$ cat config.mk
export PLATFORM = sky130hd
export DESIGN_NAME = drt_raster_timing
export DESIGN_NICKNAME = d
export VERILOG_FILES = /design/src/drt_pkg.sv /design/src/drt_cnt_if.sv /design/src/drt_raster_timing.sv /design/src/drt_raster_count.sv /design/src/drt_region_decode.sv
export SDC_FILE = /design/constraint.sdc
export NUM_CORES = 1
export LEC_CHECK = 0
export ABC_AREA = 1
export BUFFER_PORTS_ARGS = -buffer_cell sky130_fd_sc_hd__buf_2
export CORE_MARGIN = 3
export CORE_UTILIZATION = 65
export CTS_CLUSTER_DIAMETER = 100
export DETAILED_ROUTE_END_ITERATION = 12
export GPL_TIMING_DRIVEN = 0
export PLACE_DENSITY = 0.9
export SETUP_SLACK_MARGIN = 0.2
export SYNTH_ARGS = -nofsm -noshare
export SYNTH_HDL_FRONTEND = slang
export SYNTH_SLANG_ARGS = --single-unit
export TNS_END_PERCENT = 30
$ cat constraint.sdc
create_clock -name clk -period 13.2 [get_ports clk]
set_input_delay 1.98 -clock clk [delete_from_list [all_inputs] [get_ports clk]]
set_output_delay 1.98 -clock clk [all_outputs]
set_load 0.02 [all_outputs]
$ cat src/drt_pkg.sv
// Constants, register map and shared decode helpers for the raster timer
package drt_pkg;
  localparam int          ADDR_W         = 8;
  localparam int          DATA_W         = 32;
  localparam int          CNT_W          = 12;
  localparam logic [7:0]  STATUS_ADDR    = 8'h04;
  localparam logic [7:0]  LINE_SIZE_ADDR = 8'h08;
  localparam logic [7:0]  LINE_BLNK_ADDR = 8'h0C;
  localparam logic [7:0]  LINE_SYNC_ADDR = 8'h10;
  localparam logic [7:0]  FRM_SIZE_ADDR  = 8'h14;
  localparam logic [7:0]  FRM_BLNK_ADDR  = 8'h18;
  localparam int          HI_MSB         = 27;
  localparam int          HI_LSB         = 16;
  localparam int          LO_MSB         = 11;
  localparam int          LO_LSB         = 0;
  localparam logic [31:0] FIELD_MASK     = 32'h0FFF_0FFF;
  localparam logic [31:0] CFG_RESET      = 32'h0000_0000;
  localparam int          LINE_EV_BIT    = 7;
  localparam int          FRAME_EV_BIT   = 6;
  localparam logic [11:0] CNT_ZERO       = 12'h000;
  localparam logic [11:0] CNT_ONE        = 12'h001;

  // High field of a timing register
  function automatic logic [11:0] drt_hi(input logic [31:0] r);
    drt_hi = r[HI_MSB:HI_LSB];
  endfunction : drt_hi

  // Low field of a timing register
  function automatic logic [11:0] drt_lo(input logic [31:0] r);
    drt_lo = r[LO_MSB:LO_LSB];
  endfunction : drt_lo

  // Index lies after lo and up to hi inclusive
  function automatic logic drt_after(input logic [11:0] x,
                                     input logic [11:0] lo,
                                     input logic [11:0] hi);
    drt_after = (x > lo) && (x <= hi);
  endfunction : drt_after
endpackage : drt_pkg

$ cat src/drt_cnt_if.sv
// Carrier between the raster timer, its counters and its region decoder
`timescale 1ns/1ps
`default_nettype none
interface drt_cnt_if;
  logic [11:0] h_total;
  logic [11:0] v_total;
  logic [11:0] h_count;
  logic [11:0] v_count;
  logic        line_wrap;
  logic [11:0] h_active;
  logic [11:0] hb_begin;
  logic [11:0] hb_end;
  logic [11:0] hs_begin;
  logic [11:0] hs_end;
  logic [11:0] v_active;
  logic [11:0] vb_begin;
  logic [11:0] vb_end;
  logic        visible;
  logic        hblank;
  logic        vblank;
  logic        hsync;
  logic        border;

  modport cnt (input h_total, v_total, output h_count, v_count, line_wrap);
  modport dec (input h_count, v_count, h_total, v_total, h_active, hb_begin,
               hb_end, hs_begin, hs_end, v_active, vb_begin, vb_end,
               output visible, hblank, vblank, hsync, border);
  modport top (output h_total, v_total, h_active, hb_begin, hb_end,
               hs_begin, hs_end, v_active, vb_begin, vb_end,
               input h_count, v_count, line_wrap, visible, hblank, vblank,
               hsync, border);
endinterface : drt_cnt_if
`default_nettype wire

$ cat src/drt_raster_timing.sv
// Raster timing generator top: registers, counters, region outputs, events
// How it works
// line length is bits 27:16 of line_size_config, total pixels minus one.
// software loads line length as pixels per line minus one.
// visible pixels per line is bits 11:0, width minus one, from zero.
// software keeps visible pixels below the line length.
// software keeps visible width a multiple of 8 or 4 per depth.
// horizontal blanking begins after line-blank-begin, bits 27:16.
// right border spans last visible pixel to blank begin, else none.
// software sets blank begin from visible width to below line length.
// horizontal blanking ends at line-blank-finish, bits 11:0.
// no left border when blank finish equals line length.
// software sets blank finish above blank begin, up to line length.
// horizontal sync starts at line-sync-begin, bits 27:16.
// horizontal sync ends at line-sync-finish, bits 11:0.
// frame length is bits 27:16 of frame_size_config, lines minus one.
// software loads frame length as lines per frame minus one.
// visible lines per frame is bits 11:0, count minus one, from zero.
// line-blank event flag, status bit 7, set as line blanking begins.
// frame-blank event flag, status bit 6, set as frame blanking begins.
// vertical blanking begins after frame-blank-begin, bits 27:16.
// pixel counter wraps after line length; line counter after frame.
// sync active from sync begin up to but excluding sync finish.
`timescale 1ns/1ps
`default_nettype none
module drt_raster_timing (
  input  wire logic        clk,
  input  wire logic        rst,
  input  wire logic        ce,
  input  wire logic [7:0]  addr,
  input  wire logic [31:0] wr_data,
  input  wire logic        wr_en,
  input  wire logic        rd_en,
  output var  logic [31:0] rd_data,
  output var  logic [11:0] pix_x,
  output var  logic [11:0] pix_y,
  output var  logic        visible,
  output var  logic        hblank,
  output var  logic        vblank,
  output var  logic        hsync,
  output var  logic        border
);
  logic [31:0] line_size_config;
  logic [31:0] line_blank_config;
  logic [31:0] line_sync_config;
  logic [31:0] frame_size_config;
  logic [31:0] frame_blank_config;
  logic [1:0]  event_flag;
  logic [1:0]  event_start;
  logic [1:0]  event_clear;
  logic        hblank_prev;
  logic        vblank_prev;
  logic [31:0] next_rd_data;
  logic [31:0] status_word;

  drt_cnt_if bus ();

  assign bus.h_total  = drt_pkg::drt_hi(line_size_config);
  assign bus.h_active = drt_pkg::drt_lo(line_size_config);
  assign bus.hb_begin = drt_pkg::drt_hi(line_blank_config);
  assign bus.hb_end   = drt_pkg::drt_lo(line_blank_config);
  assign bus.hs_begin = drt_pkg::drt_hi(line_sync_config);
  assign bus.hs_end   = drt_pkg::drt_lo(line_sync_config);
  assign bus.v_total  = drt_pkg::drt_hi(frame_size_config);
  assign bus.v_active = drt_pkg::drt_lo(frame_size_config);
  assign bus.vb_begin = drt_pkg::drt_hi(frame_blank_config);
  assign bus.vb_end   = drt_pkg::drt_lo(frame_blank_config);

  drt_raster_count u_count (
    .clk (clk),
    .rst (rst),
    .ce  (ce),
    .bus (bus)
  );

  drt_region_decode u_decode (
    .bus (bus)
  );

  // Timing registers, reserved bits held at zero
  always_ff @(posedge clk or posedge rst) begin
    if (rst) begin
      line_size_config   <= drt_pkg::CFG_RESET;
      line_blank_config  <= drt_pkg::CFG_RESET;
      line_sync_config   <= drt_pkg::CFG_RESET;
      frame_size_config  <= drt_pkg::CFG_RESET;
      frame_blank_config <= drt_pkg::CFG_RESET;
    end else if (ce && wr_en) begin
      case (addr)
        drt_pkg::LINE_SIZE_ADDR: begin
          line_size_config <= wr_data & drt_pkg::FIELD_MASK;
        end
        drt_pkg::LINE_BLNK_ADDR: begin
          line_blank_config <= wr_data & drt_pkg::FIELD_MASK;
        end
        drt_pkg::LINE_SYNC_ADDR: begin
          line_sync_config <= wr_data & drt_pkg::FIELD_MASK;
        end
        drt_pkg::FRM_SIZE_ADDR: begin
          frame_size_config <= wr_data & drt_pkg::FIELD_MASK;
        end
        drt_pkg::FRM_BLNK_ADDR: begin
          frame_blank_config <= wr_data & drt_pkg::FIELD_MASK;
        end
        default: begin
        end
      endcase
    end
  end

  // Region outputs registered straight from the decoder
  always_ff @(posedge clk or posedge rst) begin
    if (rst) begin
      pix_x   <= drt_pkg::CNT_ZERO;
      pix_y   <= drt_pkg::CNT_ZERO;
      visible <= 1'b0;
      hblank  <= 1'b0;
      vblank  <= 1'b0;
      hsync   <= 1'b0;
      border  <= 1'b0;
    end else if (ce) begin
      pix_x   <= bus.h_count;
      pix_y   <= bus.v_count;
      visible <= bus.visible;
      hblank  <= bus.hblank;
      vblank  <= bus.vblank;
      hsync   <= bus.hsync;
      border  <= bus.border;
    end
  end

  // Previous blank levels for start detection
  always_ff @(posedge clk or posedge rst) begin
    if (rst) begin
      hblank_prev <= 1'b0;
      vblank_prev <= 1'b0;
    end else if (ce) begin
      hblank_prev <= bus.hblank;
      vblank_prev <= bus.vblank;
    end
  end

  assign event_start[1] = bus.hblank && !hblank_prev;
  assign event_start[0] = bus.vblank && !vblank_prev;

  // Sticky event flags, write one clears, a new start beats the clear
  genvar gi;
  generate
    for (gi = 0; gi < 2; gi++) begin : g_event
      localparam int BIT = (gi == 1) ? drt_pkg::LINE_EV_BIT
                                     : drt_pkg::FRAME_EV_BIT;
      assign event_clear[gi] = wr_en && (addr == drt_pkg::STATUS_ADDR)
                               && wr_data[BIT];
      always_ff @(posedge clk or posedge rst) begin
        if (rst) begin
          event_flag[gi] <= 1'b0;
        end else if (ce) begin
          if (event_start[gi]) begin
            event_flag[gi] <= 1'b1;
          end else if (event_clear[gi]) begin
            event_flag[gi] <= 1'b0;
          end
        end
      end
    end
  endgenerate

  always_comb begin
    status_word = 32'h0000_0000;
    status_word[drt_pkg::LINE_EV_BIT]  = event_flag[1];
    status_word[drt_pkg::FRAME_EV_BIT] = event_flag[0];
  end

  // Read mux, unmapped addresses read zero
  always_comb begin
    case (addr)
      drt_pkg::STATUS_ADDR:    next_rd_data = status_word;
      drt_pkg::LINE_SIZE_ADDR: next_rd_data = line_size_config;
      drt_pkg::LINE_BLNK_ADDR: next_rd_data = line_blank_config;
      drt_pkg::LINE_SYNC_ADDR: next_rd_data = line_sync_config;
      drt_pkg::FRM_SIZE_ADDR:  next_rd_data = frame_size_config;
      drt_pkg::FRM_BLNK_ADDR:  next_rd_data = frame_blank_config;
      default:                 next_rd_data = 32'h0000_0000;
    endcase
  end

  // Read data stands only in the cycle after the strobe
  always_ff @(posedge clk or posedge rst) begin
    if (rst) begin
      rd_data <= 32'h0000_0000;
    end else if (ce) begin
      rd_data <= rd_en ? next_rd_data : 32'h0000_0000;
    end
  end

  a_pix_wrap: assert property (
    @(posedge clk) disable iff (rst)
    ce && (bus.h_count == bus.h_total) |=> (bus.h_count == 12'h000))
    else $error("pixel counter did not wrap after line length");

  a_pix_step: assert property (
    @(posedge clk) disable iff (rst)
    ce && (bus.h_count < bus.h_total) && $stable(line_size_config)
    |=> (bus.h_count == $past(bus.h_count) + 12'h001))
    else $error("pixel counter did not advance by one");

  a_line_step: assert property (
    @(posedge clk) disable iff (rst)
    ce && bus.line_wrap && (bus.v_count < bus.v_total)
    |=> (bus.v_count == $past(bus.v_count) + 12'h001))
    else $error("line counter did not advance on pixel wrap");

  a_line_hold: assert property (
    @(posedge clk) disable iff (rst)
    !bus.line_wrap |=> $stable(bus.v_count))
    else $error("line counter moved without a pixel wrap");

  a_sync_window: assert property (
    @(posedge clk) disable iff (rst)
    ce |=> (hsync == (($past(bus.h_count) >= $past(bus.hs_begin))
                      && ($past(bus.h_count) < $past(bus.hs_end)))))
    else $error("line sync outside its begin and finish window");

  a_hblank_range: assert property (
    @(posedge clk) disable iff (rst)
    ce ##1 (pix_x > drt_pkg::drt_hi(line_blank_config))
           && (pix_x <= drt_pkg::drt_lo(line_blank_config))
           && $stable(line_blank_config) |-> hblank)
    else $error("line blank missing inside its window");

  a_line_event: assert property (
    @(posedge clk) disable iff (rst)
    ce && bus.hblank && !hblank_prev |=> event_flag[1])
    else $error("line blank start did not set its event flag");

  a_frame_event: assert property (
    @(posedge clk) disable iff (rst)
    ce && bus.vblank && !vblank_prev |=> event_flag[0])
    else $error("frame blank start did not set its event flag");

  a_vis_span: assert property (
    @(posedge clk) disable iff (rst)
    ce && visible |-> (pix_x <= drt_pkg::drt_lo($past(line_size_config))))
    else $error("visible flagged beyond last visible pixel");

  a_vblank_range: assert property (
    @(posedge clk) disable iff (rst)
    ce ##1 (pix_y > drt_pkg::drt_hi(frame_blank_config))
           && (pix_y <= drt_pkg::drt_lo(frame_blank_config))
           && $stable(frame_blank_config) |-> vblank)
    else $error("frame blank missing inside its window");

  a_vblank_outside: assert property (
    @(posedge clk) disable iff (rst)
    ce ##1 ((pix_y <= drt_pkg::drt_hi(frame_blank_config))
            || (pix_y > drt_pkg::drt_lo(frame_blank_config)))
           && $stable(frame_blank_config) |-> !vblank)
    else $error("frame blank outside its window");

  a_hblank_outside: assert property (
    @(posedge clk) disable iff (rst)
    ce ##1 ((pix_x <= drt_pkg::drt_hi(line_blank_config))
            || (pix_x > drt_pkg::drt_lo(line_blank_config)))
           && $stable(line_blank_config) |-> !hblank)
    else $error("line blank outside its window");

  a_vis_window: assert property (
    @(posedge clk) disable iff (rst)
    ce ##1 (pix_x <= drt_pkg::drt_lo(line_size_config))
           && (pix_y <= drt_pkg::drt_lo(frame_size_config))
           && $stable(line_size_config)
           && $stable(frame_size_config) |-> visible)
    else $error("visible missing inside the active area");

  a_right_border: assert property (
    @(posedge clk) disable iff (rst)
    ce ##1 (pix_x > drt_pkg::drt_lo(line_size_config))
           && (pix_x <= drt_pkg::drt_hi(line_blank_config))
           && !hblank && !vblank && $stable(line_size_config)
           && $stable(line_blank_config) |-> border)
    else $error("right border missing");

  a_left_border: assert property (
    @(posedge clk) disable iff (rst)
    ce ##1 (pix_x > drt_pkg::drt_lo(line_blank_config))
           && (pix_x <= drt_pkg::drt_hi(line_size_config))
           && !visible && !hblank && !vblank
           && $stable(line_size_config)
           && $stable(line_blank_config) |-> border)
    else $error("left border missing");

  a_frame_wrap: assert property (
    @(posedge clk) disable iff (rst)
    ce && bus.line_wrap && (bus.v_count == bus.v_total)
    |=> (bus.v_count == 12'h000))
    else $error("line counter did not wrap after frame length");

  a_read_value: assert property (
    @(posedge clk) disable iff (rst)
    ce && rd_en && (addr == drt_pkg::LINE_SIZE_ADDR)
    |=> (rd_data == $past(line_size_config)))
    else $error("read data differs from the line size register");

  a_read_idle: assert property (
    @(posedge clk) disable iff (rst)
    ce && !rd_en |=> (rd_data == 32'h0000_0000))
    else $error("read data stood beyond its cycle");

  a_ce_freeze: assert property (
    @(posedge clk) disable iff (rst)
    !ce |=> $stable(pix_x) && $stable(pix_y) && $stable(event_flag)
            && $stable(rd_data) && $stable(hsync))
    else $error("state moved while clock enable was low");
endmodule : drt_raster_timing
`default_nettype wire

$ cat src/drt_raster_count.sv
// Pixel and line counters of the raster
`timescale 1ns/1ps
`default_nettype none
module drt_raster_count (
  input  wire logic clk,
  input  wire logic rst,
  input  wire logic ce,
  drt_cnt_if.cnt    bus
);
  logic frame_wrap;

  // At or past total so a shrunken total never runs the full range
  assign bus.line_wrap = (bus.h_count >= bus.h_total);
  assign frame_wrap    = (bus.v_count >= bus.v_total);

  always_ff @(posedge clk or posedge rst) begin
    if (rst) begin
      bus.h_count <= drt_pkg::CNT_ZERO;
    end else if (ce) begin
      if (bus.line_wrap) begin
        bus.h_count <= drt_pkg::CNT_ZERO;
      end else begin
        bus.h_count <= bus.h_count + drt_pkg::CNT_ONE;
      end
    end
  end

  always_ff @(posedge clk or posedge rst) begin
    if (rst) begin
      bus.v_count <= drt_pkg::CNT_ZERO;
    end else if (ce && bus.line_wrap) begin
      if (frame_wrap) begin
        bus.v_count <= drt_pkg::CNT_ZERO;
      end else begin
        bus.v_count <= bus.v_count + drt_pkg::CNT_ONE;
      end
    end
  end
endmodule : drt_raster_count
`default_nettype wire

$ cat src/drt_region_decode.sv
// Decodes visible, blank, sync and border regions from the counters
`timescale 1ns/1ps
`default_nettype none
module drt_region_decode (
  drt_cnt_if.dec bus
);
  logic h_vis;
  logic v_vis;

  assign h_vis      = (bus.h_count <= bus.h_active);
  assign v_vis      = (bus.v_count <= bus.v_active);
  assign bus.visible = h_vis && v_vis;
  // Blank runs from after blank begin up to and including blank end
  assign bus.hblank = drt_pkg::drt_after(bus.h_count, bus.hb_begin,
                                         bus.hb_end);
  assign bus.vblank = drt_pkg::drt_after(bus.v_count, bus.vb_begin,
                                         bus.vb_end);
  assign bus.hsync  = (bus.h_count >= bus.hs_begin)
                      && (bus.h_count < bus.hs_end);
  // Right border after last visible pixel up to blank begin, left border
  // after blank end; empty when begin equals active or end equals total
  assign bus.border = !bus.visible && !bus.hblank && !bus.vblank
                      && (drt_pkg::drt_after(bus.h_count, bus.h_active,
                                             bus.hb_begin)
                          || drt_pkg::drt_after(bus.h_count, bus.hb_end,
                                                bus.h_total)
                          || drt_pkg::drt_after(bus.v_count, bus.v_active,
                                                bus.vb_begin)
                          || drt_pkg::drt_after(bus.v_count, bus.vb_end,
                                                bus.v_total)
                          || (h_vis && v_vis));
endmodule : drt_region_decode
`default_nettype wire

### After elaboration in Yosys (flattened, before gate mapping)

Cells that the tools add are included.

* reduce and logical (&&, ||, !) cells: 36
* shifts and indexed selects: 0
* divide/modulo/power cells: 0
* magnitude comparators: 18
* eq/ne operators: 6
* bitwise operators: 0
* add/sub/neg operators: 2
* multipliers: 0
* multiplexer cells: 8

Operators by type and width (number)
* case mux 28 bit (6 select lines): 1
* <= comparator 12 bit: 8
* > comparator 12 bit: 6
* greater-or-equal comparator 12 bit: 3
* two-way mux 32 bit: 1
* adder 12 x 1 -> 12 bit, second input constant: 2
* == test 8 x 5 -> 1 bit, second input constant: 3
* two-way mux 12 bit: 2
* logical AND 1 bit: 18
* == test 8 x 4 -> 1 bit, second input constant: 2
* AND reduction 2 bit: 7
* less-than comparator 12 bit: 1
* == test 8 x 3 -> 1 bit, second input constant: 1
* zero test 1 bit: 5
* logical OR 1 bit: 4
* two-way mux 1 bit: 4
* nonzero test 2 bit: 2

* memories kept: 0
* bits in latches: 0
* bits in writable memories: 0
* ROM bits: 0
* word-level logic and storage cells: 87
* register bits: 207

### Logic depth before layout (Yosys ltp)

* word-level depth: 7
* gate-level depth with buffers: 16

### Hierarchy

Synthesis repeated with hierarchy kept, for this count alone.

* cells, all modules: 1734
* area, all modules: 13130.1 um2

By module, submodules not included
* drt_raster_timing: times used 1, area an instance 7733.7 um2, cells each 894
* drt_region_decode: times used 1, area an instance 3348.2 um2, cells each 541
* drt_raster_count: times used 1, area an instance 2048.2 um2, cells each 299

### Worst setup path before layout

Ideal clock, no wire load.

* path type: in2reg
* start: in addr[0]
* end: reg frame_size_config[16]
* required time: 13.070 ns
* slack: 10.081 ns
* library setup time: 0.130 ns
* data arrival time: 2.989 ns
* stages: 10
* cells stage by stage: inv_1 -> nand2_1 -> nor3_1 -> nand2_1 -> inv_1 -> nand2_1 -> buf_2 -> buf_2 -> nand2_1 -> o21ai_0

* longest elaborated chain between the ends: 2

RTL lines
* start: declaration: RTL line drt_raster_timing.sv:30 `input wire logic [7:0] addr,`
* == test 8 x 5 -> 1 bit: RTL line drt_raster_timing.sv:89 `case (addr)`
* AND reduction 2 bit (no source line)
* end signal: assignment: RTL line drt_raster_timing.sv:86 `frame_size_config <= drt_pkg::CFG_RESET;`
* end signal: assignment: RTL line drt_raster_timing.sv:100 `frame_size_config <= wr_data & drt_pkg::FIELD_MASK;`
* end: declaration: RTL line drt_raster_timing.sv:46 `logic [31:0] frame_size_config;`

No other way between the ends.
A chain may end at the register's enable or synchronous reset.

### Final worst setup path

* start: in addr[3]
* end: reg rd_data[2]

* longest elaborated chain between the ends: 3
* elaborated cells between the ends (all ways): 8

RTL lines
* == test 8 x 5 -> 1 bit, or another cell as far along: RTL line drt_raster_timing.sv:176 `case (addr)`
* case mux 28 bit (6 select lines) *: RTL line drt_raster_timing.sv:176
* two-way mux 32 bit *: RTL line drt_raster_timing.sv:192 `rd_data <= rd_en ? next_rd_data : 32'h0000_0000;`
* end signal: assignment: RTL line drt_raster_timing.sv:192
* end: declaration: RTL line drt_raster_timing.sv:34 `output var logic [31:0] rd_data,`

Every way passes the cells marked *; elsewhere a longest branch is shown, timed or not.

==> qor.txt <==
Placed Area: 12400 um2
Final ANT Viol Nets: 0
power per standard cell area: 102 nW/um2
crit end category: flop
Mean Syn Cell Area: 7.84 um2
cell family with most CP delay: buffers and inverters
# hold bufs at CTS: 0
first-pass GRT wire length: 54900 um
fin area: 13000 um2
period utilization: 0.262
Max-slew headroom: 0.528
CP max FO: 10
clock slew at the register clock pins of the worst setup and hold paths: 0.08 ns
Area Overhead vs Synth: 11.5%
startpoint types: input pin
final slew viol count: 0
critical path arrival: 3.78 ns
dpl hpwl: 25400 um
Iteration-0 DRC Markers: 1382
Max Clock Freq: 0.289 GHz
Final setup viols: 0
Worst Setup Path Type: input pin to flop
max-cap viol count: 0
clk_lat worst skew: 0.45 ns
Hold Path Class: flop to flop
Worst EP required: 13.52 ns
Initial DRT Pass Iterations: 6
Initial Utilization: 0.668
Die W: 140 um
Root Driver: clkbuf_16
most used cell, CP: nand2_1
fill count: 1296
number of global-route vias before repair: 10545
initial antenna violation count: 1
WL per Instance: 18.6 um
Ports: 106
largest net degree at the start of global routing: 104
fin crit period: 3.46 ns
Synth cell types: 37
via/cell ratio: 5.96
num rows: 48
most frequent cells in the layout: 441 x nand2_1, 224 x inv_1, 199 x dfrtp_1, 170 x o21ai_0, 121 x ha_1
die area: 19500 um2
Synth Register Bits: 199
number of synthesis warnings: 0
Critical Path Max Stage Delay: 0.57 ns
TritonCTS clock tree: done
Num CTS Buffers: 17
Final nets: 1765
clock net sink count: 199
Post-Syn Instances: 1483
top-area cell type share of the netlist area: 0.428
DR vias: 10944
synth top area cells: dfrtp_1 43%, nand2_1 14%, ha_1 13%
Buf/Inv on CP: 2
# port buffers: 89
worst-margin pin slew: 0.707 ns
total gr overflow: 0
skew final: 0.0130 ns
CP max stage cell: clkbuf_1
RePlAce Congestion: 0.944
Seq/Total Area, Yosys: 0.428
Global Route Usage Sum: 0.358
Core Region: 17400 um2
H-tree levels: 4
Post-CTS Setup Bufs: 0
post_cts resized: 0
CP Cell Sequence: buf_2 -> nand3_1 -> nor2_1 -> nand2_1 -> clkbuf_1 -> o22ai_1 -> o21ai_0 -> nand2_1
RSZ-0062 raised after global routing: false
VDD IR-drop max: 0.000101 V
# DRC: 0
worst-case clock buffer depth: 2
# diodes: 0
most common cell after layout, fill and taps aside: nand2_1
Leakage: 0.00675 uW
total negative slack: 0 ns
final hold vios: 0
WL final: 34200 um
status: finished, final reports clean
cell accounting for the most synthesized area: dfrtp_1
Die Ht: 140 um
Syn Std Cell Area: 11600 um2
share of cells above drive strength 1: 0.0980
-- cell families (layout without fill, tap and decap cells) --
family          after synthesis  count (layout)  share of synthesized area
simple gates                575             575                      0.195
compound gates              288             288                      0.137
buf+inv                     284             406                     0.0976
flops                       199             199                      0.428
fa+ha+maj                   121             121                      0.130
xor+xnor                     15              15                     0.0113
other cells                   1               8                   0.000323
-- routing by layer --
layer  global-route usage  up-vias  wire length (um)
li1                     -     4987                 -
met1                0.484     5045             13300
met2                0.545      745             14700
met3               0.0811      165              4030
met4                0.186        2              2110
met5                    0        -                13
-- Yosys cell counts --
library cell and instances:
xnor2_1 4, inv_2 1, dfrtp_1 199, nor3_1 8, o21a_1 4, buf_4 10
o21bai_1 6, xor2_1 11, o21ai_0 170, nor3_2 2, o211ai_1 3, o31ai_1 3
buf_1 1, nor4_1 2, a21boi_0 2, o22ai_1 31, nor3b_1 1, o221ai_1 13
nand4_1 13, a21o_1 5, and2_1 1, and3_1 1, nand2_1 441, ha_1 121
conb_1 1, inv_1 225, a21oi_2 1, nand2_2 1, a211oi_1 2, o21ai_1 6
nor2_1 75, buf_6 1, buf_2 19, clkbuf_1 25, a21oi_1 42, nand3_1 30
clkinv_1 2
-- power by group --
group / total, uW / switching, uW / leakage (uW) / internal (uW)
clock: 503 / 253 / 0.000254 / 250
combinational: 179 / 125 / 0.00374 / 54.3
sequential: 641 / 12.8 / 0.00275 / 629
-- area by class of cell --
cell class / count / area, um2 / area share
Buffer: 56 / 279 / 0.0215
Sequential cell: 199 / 4980 / 0.384
Inverter: 228 / 863 / 0.0666
Multi-Input combinational cell: 1007 / 5540 / 0.427
Tap cell: 225 / 282 / 0.0217
Timing Repair Buffer: 90 / 473 / 0.0365
Clock buffer: 18 / 439 / 0.0339
Clock inverter: 14 / 114 / 0.00878
-- through the flow --
step	hold slack, ns	utilization	setup slack, ns	std cells	total power (uW)
after floorplan	0.453	-	5.79	1490	767
after global placement	0.449	0.711	3.84	1804	817
after detailed placement	0.454	0.713	9.43	1805	824
after CTS	0.471	0.745	9.88	1837	1320
after global routing	0.498	0.745	9.72	1837	1370
final	0.469	0.745	9.74	1837	1320
-- registers in the layout, summed over array words and instances, names as in the netlist, 2 cells and up --
register,cells
line_sync_config,24
pix_x,12
rd_data,24
event_flag,2
frame_blank_config,24
line_blank_config,24
line_size_config,24
u_count.bus.h_count,12
u_count.bus.v_count,12
frame_size_config,24
pix_y,12
-- worst reg2reg max path, stage by stage (launching register included) --
cell and delay, ns:
dfrtp_1 0.66, ha_1 0.49, nand2_1 0.08, o21ai_0 0.24
nand2_1 0.08, nand3_1 0.13, inv_1 0.05, nand2_1 0.17
nand2_2 0.19, inv_2 0.17, buf_2 0.24, o21ai_0 0.12
-- path summary, 6_finish.rpt --
| kind | startpoint | end | slack [ns] | depth (start not counted) |
|---|---|---|---|---|
| max in group asynchronous | rst | frame_blank_config[7] | 10.63 | 3 |
| hold reg to reg | pix_y[8] | pix_y[8] | 0.47 | 2 |
| setup / recovery | addr[3] | rd_data[2] | 9.74 | 8 |
| hold / removal | pix_y[8] | pix_y[8] | 0.47 | 2 |
| min in group asynchronous | rst | frame_blank_config[20] | 1.65 | 2 |
| setup reg to reg | u_count.bus.h_count[7] | u_count.bus.v_count[0] | 10.46 | 11 |
No activity file was read; power rests on OpenSTA's default activity.
